<file path="src/include/gphs_pkg.sv">
package gphs_pkg;

    // ========================================
    // Command word values
    localparam logic [15:0] CMD_NONE        = 16'h0000;
    localparam logic [15:0] CMD_APPLY       = 16'h0001;
    localparam logic [15:0] CMD_STORE       = 16'h0002;
    localparam logic [15:0] CMD_CLR_DIR     = 16'h0004;
    localparam logic [15:0] CMD_CAPTURE     = 16'h0008;
    localparam logic [15:0] CMD_GO_OUTER    = 16'h0100;
    localparam logic [15:0] CMD_GO_INNER    = 16'h0200;
    localparam logic [15:0] CMD_CREEP_INNER = 16'h0400;
    localparam logic [15:0] CMD_CREEP_OUTER = 16'h0800;

    // ========================================
    // State word bits and diagnostic codes
    localparam int          ST_ALIVE_BIT     = 6;
    localparam int          ST_ACK_BIT       = 12;
    localparam logic [15:0] ST_RESET         = 16'h0040;
    localparam logic [15:0] DIAG_NONE        = 16'h0000;
    localparam logic [15:0] DIAG_MOTOR_OFF   = 16'h0001;
    localparam logic [15:0] DIAG_TORQUE_OPEN = 16'h0002;
    localparam logic [15:0] DIAG_FATAL       = 16'h0100;

    // ========================================
    // Profiles and recipes
    localparam logic [7:0] PROFILE_MOTOR_ON  = 8'h03;
    localparam logic [7:0] PROFILE_MOTOR_OFF = 8'h05;
    localparam int         RECIPE_COUNT      = 32;
    localparam logic [7:0] RECIPE_MAX        = 8'h20;
    localparam int         RECIPE_AW         = 5;

    // ========================================
    // Timing
    localparam int CLK_HZ           = 20000000;
    localparam int LINK_CYCLE_MS    = 10;
    localparam int LINK_CYCLE_CLKS  = LINK_CYCLE_MS * (CLK_HZ / 1000);
    localparam int STO_DISCREP_US   = 100;
    localparam int STO_DISCREP_CLKS = STO_DISCREP_US * (CLK_HZ / 1000000);

    // ========================================
    // Types
    typedef struct packed {
        logic [7:0]  profile_selection;
        logic [7:0]  position_window;
        logic [7:0]  clamp_force_level;
        logic [7:0]  travel_speed_percent;
        logic [15:0] outer_target_pos;
        logic [15:0] switchover_pos;
        logic [15:0] learned_part_pos;
        logic [15:0] inner_target_pos;
    } gphs_param_set_type;

    localparam gphs_param_set_type PARAM_RESET = '0;

    typedef enum logic [1:0] {
        HS_IDLE  = 2'b00,
        HS_FETCH = 2'b01,
        HS_ACK   = 2'b10
    } gphs_hs_state_type;

    typedef enum logic [1:0] {
        MOT_STOP  = 2'b00,
        MOT_OUTER = 2'b01,
        MOT_INNER = 2'b10
    } gphs_motion_type;

endpackage : gphs_pkg

</file>
<file path="src/include/gphs_mem_if.sv">
`timescale 1ns/100ps
`default_nettype none
interface gphs_mem_if;
    import gphs_pkg::*;
    logic                     wr_en;
    logic [RECIPE_AW-1:0]     wr_addr;
    gphs_param_set_type       wr_data;
    logic [RECIPE_AW-1:0]     rd_addr;
    gphs_param_set_type       rd_data;

    modport ctrl (output wr_en, output wr_addr, output wr_data,
                  output rd_addr, input rd_data);
    modport mem  (input wr_en, input wr_addr, input wr_data,
                  input rd_addr, output rd_data);
endinterface : gphs_mem_if
`default_nettype wire

</file>
<file path="src/rtl/gphs_recipe_mem.sv">
`timescale 1ns/100ps
`default_nettype none
module gphs_recipe_mem #(
    parameter int DEPTH = gphs_pkg::RECIPE_COUNT
) (
    input  wire logic clk,
    gphs_mem_if.mem   port
);
    import gphs_pkg::*;

    // ========================================
    // Recipe storage, registered read
    gphs_param_set_type store_reg [DEPTH];
    gphs_param_set_type rd_reg;

    always_ff @(posedge clk) begin
        if (port.wr_en) begin
            store_reg[port.wr_addr] <= port.wr_data;
        end
        rd_reg <= store_reg[port.rd_addr];
    end

    assign port.rd_data = rd_reg;

endmodule : gphs_recipe_mem
`default_nettype wire

</file>
<file path="src/rtl/gphs_top.sv">
`timescale 1ns/100ps
`default_nettype none
module gphs_top #(
    parameter int CYCLE_CLKS = gphs_pkg::LINK_CYCLE_CLKS,
    parameter int DISCREP_CLKS = gphs_pkg::STO_DISCREP_CLKS
) (
    input  wire logic                    clk,
    input  wire logic                    resetn,
    input  wire logic [15:0]             command_word,
    input  wire logic [7:0]              profile_selection,
    input  wire logic [7:0]              recipe_index,
    input  wire logic [7:0]              position_window,
    input  wire logic [7:0]              clamp_force_level,
    input  wire logic [7:0]              travel_speed_percent,
    input  wire logic [15:0]             outer_target_pos,
    input  wire logic [15:0]             switchover_pos,
    input  wire logic [15:0]             learned_part_pos,
    input  wire logic [15:0]             inner_target_pos,
    input  wire logic [15:0]             jaw_pos_in,
    input  wire logic                    torque_off_line_a,
    input  wire logic                    torque_off_line_b,
    output logic [15:0]                  state_word,
    output logic [15:0]                  diag_code,
    output logic [15:0]                  measured_jaw_pos,
    output gphs_pkg::gphs_param_set_type active_params,
    output logic                         torque_enable,
    output logic                         travel_outer,
    output logic                         travel_inner,
    output logic                         creep_inner,
    output logic                         creep_outer,
    output logic                         clear_direction_latch,
    output logic                         link_cycle_tick
);
    import gphs_pkg::*;

    localparam int CW = $clog2(CYCLE_CLKS + 1);
    localparam int DW = $clog2(DISCREP_CLKS + 1);

    // ========================================
    // Command decoding
    function automatic logic cmd_valid(input logic [15:0] cmd);
        unique case (cmd)
            CMD_NONE, CMD_APPLY, CMD_STORE, CMD_CLR_DIR, CMD_CAPTURE,
            CMD_GO_OUTER, CMD_GO_INNER, CMD_CREEP_INNER,
            CMD_CREEP_OUTER: cmd_valid = 1'b1;
            default:         cmd_valid = 1'b0;
        endcase
    endfunction : cmd_valid

    function automatic logic idx_in_store(input logic [7:0] idx);
        idx_in_store = (idx != 8'h00) && (idx <= RECIPE_MAX);
    endfunction : idx_in_store

    gphs_mem_if mem_bus ();

    gphs_recipe_mem #(
        .DEPTH (RECIPE_COUNT)
    ) u_mem (
        .clk  (clk),
        .port (mem_bus.mem)
    );

    // ========================================
    // Link cycle timer
    logic [CW-1:0] cyc_reg;
    logic [CW-1:0] cyc_next;
    logic          tick;

    assign tick = (cyc_reg == CW'(CYCLE_CLKS - 1));

    always_comb begin
        cyc_next = tick ? '0 : cyc_reg + CW'(1);
    end

    always_ff @(posedge clk) begin
        if (!resetn) begin
            cyc_reg <= '0;
        end else begin
            cyc_reg <= cyc_next;
        end
    end

    // ========================================
    // Torque-off supervision
    logic [DW-1:0] disc_reg;
    logic [DW-1:0] disc_next;
    logic          fatal_reg;
    logic          fatal_next;
    logic          lines_high;
    logic          mismatch;

    assign mismatch   = torque_off_line_a ^ torque_off_line_b;
    assign lines_high = torque_off_line_a & torque_off_line_b;

    always_comb begin
        disc_next  = mismatch ? disc_reg + DW'(1) : '0;
        fatal_next = fatal_reg;
        if (mismatch && disc_reg == DW'(DISCREP_CLKS - 1)) begin
            disc_next  = disc_reg;
            fatal_next = 1'b1;
        end
    end

    always_ff @(posedge clk) begin
        if (!resetn) begin
            disc_reg  <= '0;
            fatal_reg <= 1'b0;
        end else begin
            disc_reg  <= disc_next;
            fatal_reg <= fatal_next;
        end
    end

    // ========================================
    // Handshake, parameter adoption, recipe store
    gphs_hs_state_type  hs_reg;
    gphs_hs_state_type  hs_next;
    gphs_param_set_type act_reg;
    gphs_param_set_type act_next;
    gphs_param_set_type cyclic;
    logic               adopt;
    logic               cmd_ok;

    assign cyclic = '{profile_selection, position_window,
                      clamp_force_level, travel_speed_percent,
                      outer_target_pos, switchover_pos,
                      learned_part_pos, inner_target_pos};
    assign cmd_ok = tick && cmd_valid(command_word) && !fatal_reg;

    always_comb begin
        hs_next          = hs_reg;
        act_next         = act_reg;
        adopt            = 1'b0;
        mem_bus.wr_en    = 1'b0;
        mem_bus.wr_data  = cyclic;
        mem_bus.wr_addr  = RECIPE_AW'(recipe_index - 8'h01);
        mem_bus.rd_addr  = RECIPE_AW'(recipe_index - 8'h01);
        unique case (hs_reg)
            HS_IDLE: begin
                if (cmd_ok && command_word == CMD_APPLY) begin
                    if (recipe_index == 8'h00) begin
                        act_next = cyclic;
                        adopt    = 1'b1;
                        hs_next  = HS_ACK;
                    end else if (idx_in_store(recipe_index)) begin
                        hs_next  = HS_FETCH;
                    end
                end
                if (cmd_ok && idx_in_store(recipe_index)) begin
                    if (command_word == CMD_STORE) begin
                        mem_bus.wr_en = 1'b1;
                    end
                    if (command_word == CMD_CAPTURE) begin
                        mem_bus.wr_en = 1'b1;
                        mem_bus.wr_data.learned_part_pos = jaw_pos_in;
                    end
                end
            end
            HS_FETCH: begin
                act_next = mem_bus.rd_data;
                adopt    = 1'b1;
                hs_next  = HS_ACK;
            end
            HS_ACK: begin
                if (tick && command_word == CMD_NONE) begin
                    hs_next = HS_IDLE;
                end
            end
            default: begin
                hs_next = HS_IDLE;
            end
        endcase
    end

    always_ff @(posedge clk) begin
        if (!resetn) begin
            hs_reg  <= HS_IDLE;
            act_reg <= PARAM_RESET;
        end else begin
            hs_reg  <= hs_next;
            act_reg <= act_next;
        end
    end

    // ========================================
    // Motor enable and motion
    logic            motor_reg;
    logic            motor_next;
    gphs_motion_type mot_reg;
    gphs_motion_type mot_next;
    logic [1:0]      creep_reg;
    logic [1:0]      creep_next;
    logic            clr_reg;
    logic            clr_next;
    logic            run_ok;

    assign run_ok = motor_reg && lines_high && !fatal_reg;

    always_comb begin
        motor_next = motor_reg;
        if (adopt && act_next.profile_selection == PROFILE_MOTOR_ON) begin
            motor_next = 1'b1;
        end
        if (adopt && act_next.profile_selection == PROFILE_MOTOR_OFF) begin
            motor_next = 1'b0;
        end
        if (!lines_high || fatal_reg) begin
            motor_next = 1'b0;
        end
    end

    always_comb begin
        mot_next   = mot_reg;
        creep_next = creep_reg;
        clr_next   = cmd_ok && command_word == CMD_CLR_DIR;
        if (cmd_ok) begin
            creep_next = {command_word == CMD_CREEP_OUTER,
                          command_word == CMD_CREEP_INNER};
            if (command_word == CMD_GO_OUTER) begin
                mot_next = MOT_OUTER;
            end else if (command_word == CMD_GO_INNER) begin
                mot_next = MOT_INNER;
            end else if (command_word == CMD_CREEP_INNER ||
                         command_word == CMD_CREEP_OUTER) begin
                mot_next = MOT_STOP;
            end
        end
        if (!run_ok) begin
            mot_next   = MOT_STOP;
            creep_next = 2'b00;
        end
    end

    always_ff @(posedge clk) begin
        if (!resetn) begin
            motor_reg <= 1'b0;
            mot_reg   <= MOT_STOP;
            creep_reg <= 2'b00;
            clr_reg   <= 1'b0;
        end else begin
            motor_reg <= motor_next;
            mot_reg   <= mot_next;
            creep_reg <= creep_next;
            clr_reg   <= clr_next;
        end
    end

    // ========================================
    // Input image
    logic [15:0] st_reg;
    logic [15:0] st_next;
    logic [15:0] diag_reg;
    logic [15:0] diag_next;
    logic [15:0] pos_reg;
    logic [15:0] pos_next;

    always_comb begin
        st_next               = ST_RESET;
        st_next[ST_ALIVE_BIT] = 1'b1;
        st_next[ST_ACK_BIT]   = (hs_next == HS_ACK);
        pos_next              = jaw_pos_in;
        if (fatal_next) begin
            diag_next = DIAG_FATAL;
        end else if (!lines_high) begin
            diag_next = DIAG_TORQUE_OPEN;
        end else if (!motor_next) begin
            diag_next = DIAG_MOTOR_OFF;
        end else begin
            diag_next = DIAG_NONE;
        end
    end

    always_ff @(posedge clk) begin
        if (!resetn) begin
            st_reg   <= ST_RESET;
            diag_reg <= DIAG_MOTOR_OFF;
            pos_reg  <= 16'h0000;
        end else begin
            st_reg   <= st_next;
            diag_reg <= diag_next;
            pos_reg  <= pos_next;
        end
    end

    // ========================================
    // Outputs
    assign state_word            = st_reg;
    assign diag_code             = diag_reg;
    assign measured_jaw_pos      = pos_reg;
    assign active_params         = act_reg;
    assign torque_enable         = run_ok;
    assign travel_outer          = (mot_reg == MOT_OUTER);
    assign travel_inner          = (mot_reg == MOT_INNER);
    assign creep_inner           = creep_reg[0];
    assign creep_outer           = creep_reg[1];
    assign clear_direction_latch = clr_reg;
    assign link_cycle_tick       = tick;

endmodule : gphs_top
`default_nettype wire

</file>
<file path="config.mk">
export PLATFORM = sky130hd
export DESIGN_NAME = gphs_top
export DESIGN_NICKNAME = d
export VERILOG_FILES = /design/src/include/gphs_pkg.sv /design/src/include/gphs_mem_if.sv /design/src/rtl/gphs_recipe_mem.sv /design/src/rtl/gphs_top.sv
export SDC_FILE = /design/constraint.sdc
export NUM_CORES = 2
export LEC_CHECK = 0
export BUFFER_PORTS_ARGS = -buffer_cell sky130_fd_sc_hd__buf_2
export CAP_MARGIN = 20
export CORE_MARGIN = 3
export CORE_UTILIZATION = 50
export DETAILED_ROUTE_END_ITERATION = 8
export PLACE_DENSITY = 0.63
export SKIP_CTS_REPAIR_TIMING = 1
export SYNTH_ARGS = -nofsm -noshare
export SYNTH_HDL_FRONTEND = slang
export SYNTH_SLANG_ARGS = --single-unit
</file>
<file path="constraint.sdc">
create_clock -name clk -period 20.7 [get_ports clk]
set_clock_uncertainty 0.05 [all_clocks]
set_input_delay 4.14 -clock clk [delete_from_list [all_inputs] [get_ports clk]]
set_output_delay 4.14 -clock clk [all_outputs]
set_load 0.02 [all_outputs]
</file>
==> run_results.csv <==
group,metric,value,unit
logic_synthesis,synth_top_flop_cell,"edfxtp_1",
sta,post-route-min-period,9.634,ns
critical_path,reg2reg_depth,8,
clock_tree,clock_sinks,3321,
sta,slew_headroom,0.1922,
min_path,hp-class,"flop to flop",
floorplan,io_pins,291,
floorplan,initial_utilization,0.5056,
logic_synthesis,synth_edf_count,3072,
power_and_ir_drop,switchingPower,0.002963,W
critical_path,reg2reg_slack,14.70,ns
finish,drive_above_1_share,0.2769,
outcome,status,"completed",
critical_path,critPathArrivalTime,10.13,ns
logic_synthesis,yosysTopAreaCell,"edfxtp_1",
critical_path,cp_slowest_cell,"buf_4",
clock_tree,clock-root-buffer,"clkbuf_16",
clock_tree,clockBufferDepth,4,
sta,final-setup-viol-count,0,
logic_synthesis,syn_area,123700,µm²
logic_synthesis,ys_ff_latch,3321,
routing,vias,62234,
place,place_congestion,0.7834,
routing,routedWlPerCell,34.85,µm
logic_synthesis,synth_common_cells,"3072 x edfxtp_1, 768 x mux4_2, 249 x dfxtp_1",
clock_tree,clock_latency,0.93,ns
logic_synthesis,synth_top_area_share,0.7459,
power_and_ir_drop,max-vdd-ir-drop,0.09927,mV
finish,regArea,97230,µm²
critical_path,cp.required,21.19,ns
routing,drtAntennaViolNets,0,
critical_path,cp_max_fo,87,
critical_path,r2r_end,"u_mem.store_reg[4][75]$_DFFE_PP_",
grt,grt_usage,0.2622,
min_path,min_to,"creep_reg[1]$_SDFFE_PN0N_",
flow_run,maxCapViolations,0,
floorplan,die_width,503.3,µm
finish,areaGrowthSynthToFinish,13.38,%
place,port_buffers,262,
finish,multi_input_area,25460,µm²
place,pre_cts_ws,10.09,ns
sta,min_period_over_period,0.4654,
logic_synthesis,synthArstFlopShare,0,
sta,finalMaxSlewViolations,0,
logic_synthesis,syn_inst,5602,
place,dp_hpwl,177100,µm
sta,setup_tns,0,ns
grt,first_global_vias,61840,
routing,drt_iter0_drc,7875,
critical_path,cp.depth,12,
power_and_ir_drop,seqPwrFrac,0.524,
finish,largest_reg_flops,3072,
finish,fillers,17655,
sta,setup_ws,11.07,ns
clock_tree,numCtsBuffers,346,
power_and_ir_drop,p_leak,44.31,nW
clock_tree,htreeDepth,5,
clock_tree,cts_tree,"yes",
floorplan,coreArea,244600,µm²
grt,grt_antenna_before_repair,22,
critical_path,crit_buf_inv,4,
power_and_ir_drop,power,0.01408,W
sta,final_hold_viol_count,0,
grt,overflow,0,
routing,via_per_inst,6.536,
sta,hold_ws,0.4017,ns
grt,grt_max_degree,105,
power_and_ir_drop,p_comb_frac,0.052,
power_and_ir_drop,netSwitchingFraction,0.2104,
critical_path,path_cells,"buf_12, inv_1, ha_4, or4b_2, xor2_1, nand3_1, or3_1, nor3_1, nand2_1, nor2_4, buf_4, buf_4",
sta,tightest_slew,1.212,ns
finish,final_nets,6191,
sta,rsz0062_at_grt,"no",
clock_tree,clk_pin_slew,0.06,ns
logic_synthesis,synthMostInstantiatedCell,"edfxtp_1",
sta,clock.fmax,103.8,MHz
floorplan,die_h,503.3,µm
routing,drc,0,
min_path,min_from,"creep_reg[1]$_SDFFE_PN0N_",
logic_synthesis,yosys_warnings,0,
critical_path,critical_path_class,"primary input to flop",
critical_path,slowest_delay,0.93,ns
power_and_ir_drop,clkPwrFrac,0.424,
logic_synthesis,avgSynthCellArea,22.08,µm²
logic_synthesis,yosysSeqAreaShare,0.7862,
critical_path,end_kind,"flop",
critical_path,cpMostUsedCell,"buf_4",
power_and_ir_drop,intPower,0.01112,W
routing,firstDrtPassIters,8,
critical_path,critPathLaunchType,"primary input",
routing,wirelength,331900,µm
power_and_ir_drop,p_per_area,100.4,nW/µm²
min_path,worstHoldPathCells,2,
grt,grt_pass1_wl,471100,µm
critical_path,timing.rr.start,"hs_reg[0]$_SDFF_PN0_",
floorplan,rows,181,
logic_synthesis,synth.area.top_cells,"edfxtp_1 75%, mux4_2 14%, dfxtp_1 4.0%",
critical_path,critPathTopFamily,"simple AND/OR/NAND/NOR gates",
floorplan,dieArea,253300,µm²
logic_synthesis,ys_types,67,
how the worst max path moves through the flow:
stage / start / endpoint
after floorplan: recipe_index[0] / u_mem.store_reg[4][0]$_DFFE_PP_
after global placement: recipe_index[0] / u_mem.store_reg[4][80]$_DFFE_PP_
after global routing: recipe_index[0] / u_mem.store_reg[4][73]$_DFFE_PP_
after CTS: recipe_index[0] / u_mem.store_reg[4][75]$_DFFE_PP_
after detailed placement: recipe_index[0] / u_mem.store_reg[4][80]$_DFFE_PP_
final: recipe_index[0] / u_mem.store_reg[4][75]$_DFFE_PP_
tightest hold or removal path, cell delays in order (launching register included):
cell	delay, ns
dfxtp_1	0.30
nand2_1	0.05
a21oi_1	0.05
cell families (layout without fill, tap and decap cells):
logic type,count (synthesis),in the layout,synth area share
XOR/XNOR,26,26,0.001841
other,2,36,0.00006073
adder cells (fa/ha/maj),9,9,0.0008700
multiplexers,837,837,0.1456
flip-flops,3321,3321,0.7862
AO/OA/AOI/OAI,572,572,0.03557
AND/OR/NAND/NOR,473,473,0.01755
buffers and inverters,362,1046,0.01225
routing by layer:
| metal | vias to the layer above | wire (µm) | global-route usage |
|---|---|---|---|
| met2 | 3199 | 161800 | 0.4200 |
| met1 | 33773 | 131600 | 0.3730 |
| met5 | - | 66 | 0 |
| met4 | 10 | 10410 | 0.08106 |
| met3 | 553 | 27940 | 0.04528 |
| li1 | 24699 | - | - |
stage by stage:
stage	std cells	instance area, µm²	utilization
2_1_floorplan	5628	123800	-
5_1_grt	9518	140200	0.5733
6_report	9522	140200	0.5733
3_5_place_dp	8897	129400	0.5289
3_3_place_gp	8894	129300	0.5287
4_1_cts	9513	140200	0.5732
placed cells by master, fill, tap and decap left out, types with 11 or more instances in the layout:
master and n:
mux4_2 768, o211ai_1 12, dfxtp_1 249, xor2_1 15, a31oi_1 31, mux2_2 17
clkbuf_8 30, o221ai_1 38, and2_1 18, nor2_1 128, clkinv_1 45, nand4_1 15
clkbuf_16 349, conb_1 28, nor3_1 11, o21ai_0 17, buf_4 147, a22oi_1 122
bufinv_16 23, and3_1 15, a221oi_1 46, clkinv_2 55, nand2_1 176, nor2_4 38
a21oi_1 120, a221o_1 48, clkbuf_1 93, edfxtp_1 3072, mux2i_1 50, nand3_1 13
a222oi_1 100, buf_2 261
cell type report:
cell class / instances / share of cell area
Tap cell: 3202 / 0.02857
Clock inverter: 144 / 0.009530
Clock buffer: 472 / 0.06772
Antenna cell: 8 / 0.0001428
Sequential cell: 3321 / 0.6934
Multi-Input combinational cell: 1945 / 0.1816
Timing Repair Buffer: 419 / 0.01872
Inverter: 11 / 0.0003123
power by group through the flow:
stage | Sequential (W) | Clock [W] | Combinational [W]
2_1_floorplan | 0.00752 | 0 | 0.000428
3_3_place_gp | 0.00753 | 0 | 0.000725
3_5_place_dp | 0.00753 | 0 | 0.000733
4_1_cts | 0.00739 | 0.00606 | 0.000735
5_1_grt | 0.00738 | 0.00632 | 0.000772
6_report | 0.00738 | 0.00597 | 0.000728
Note: power is estimated with default switching activity, not from simulation.
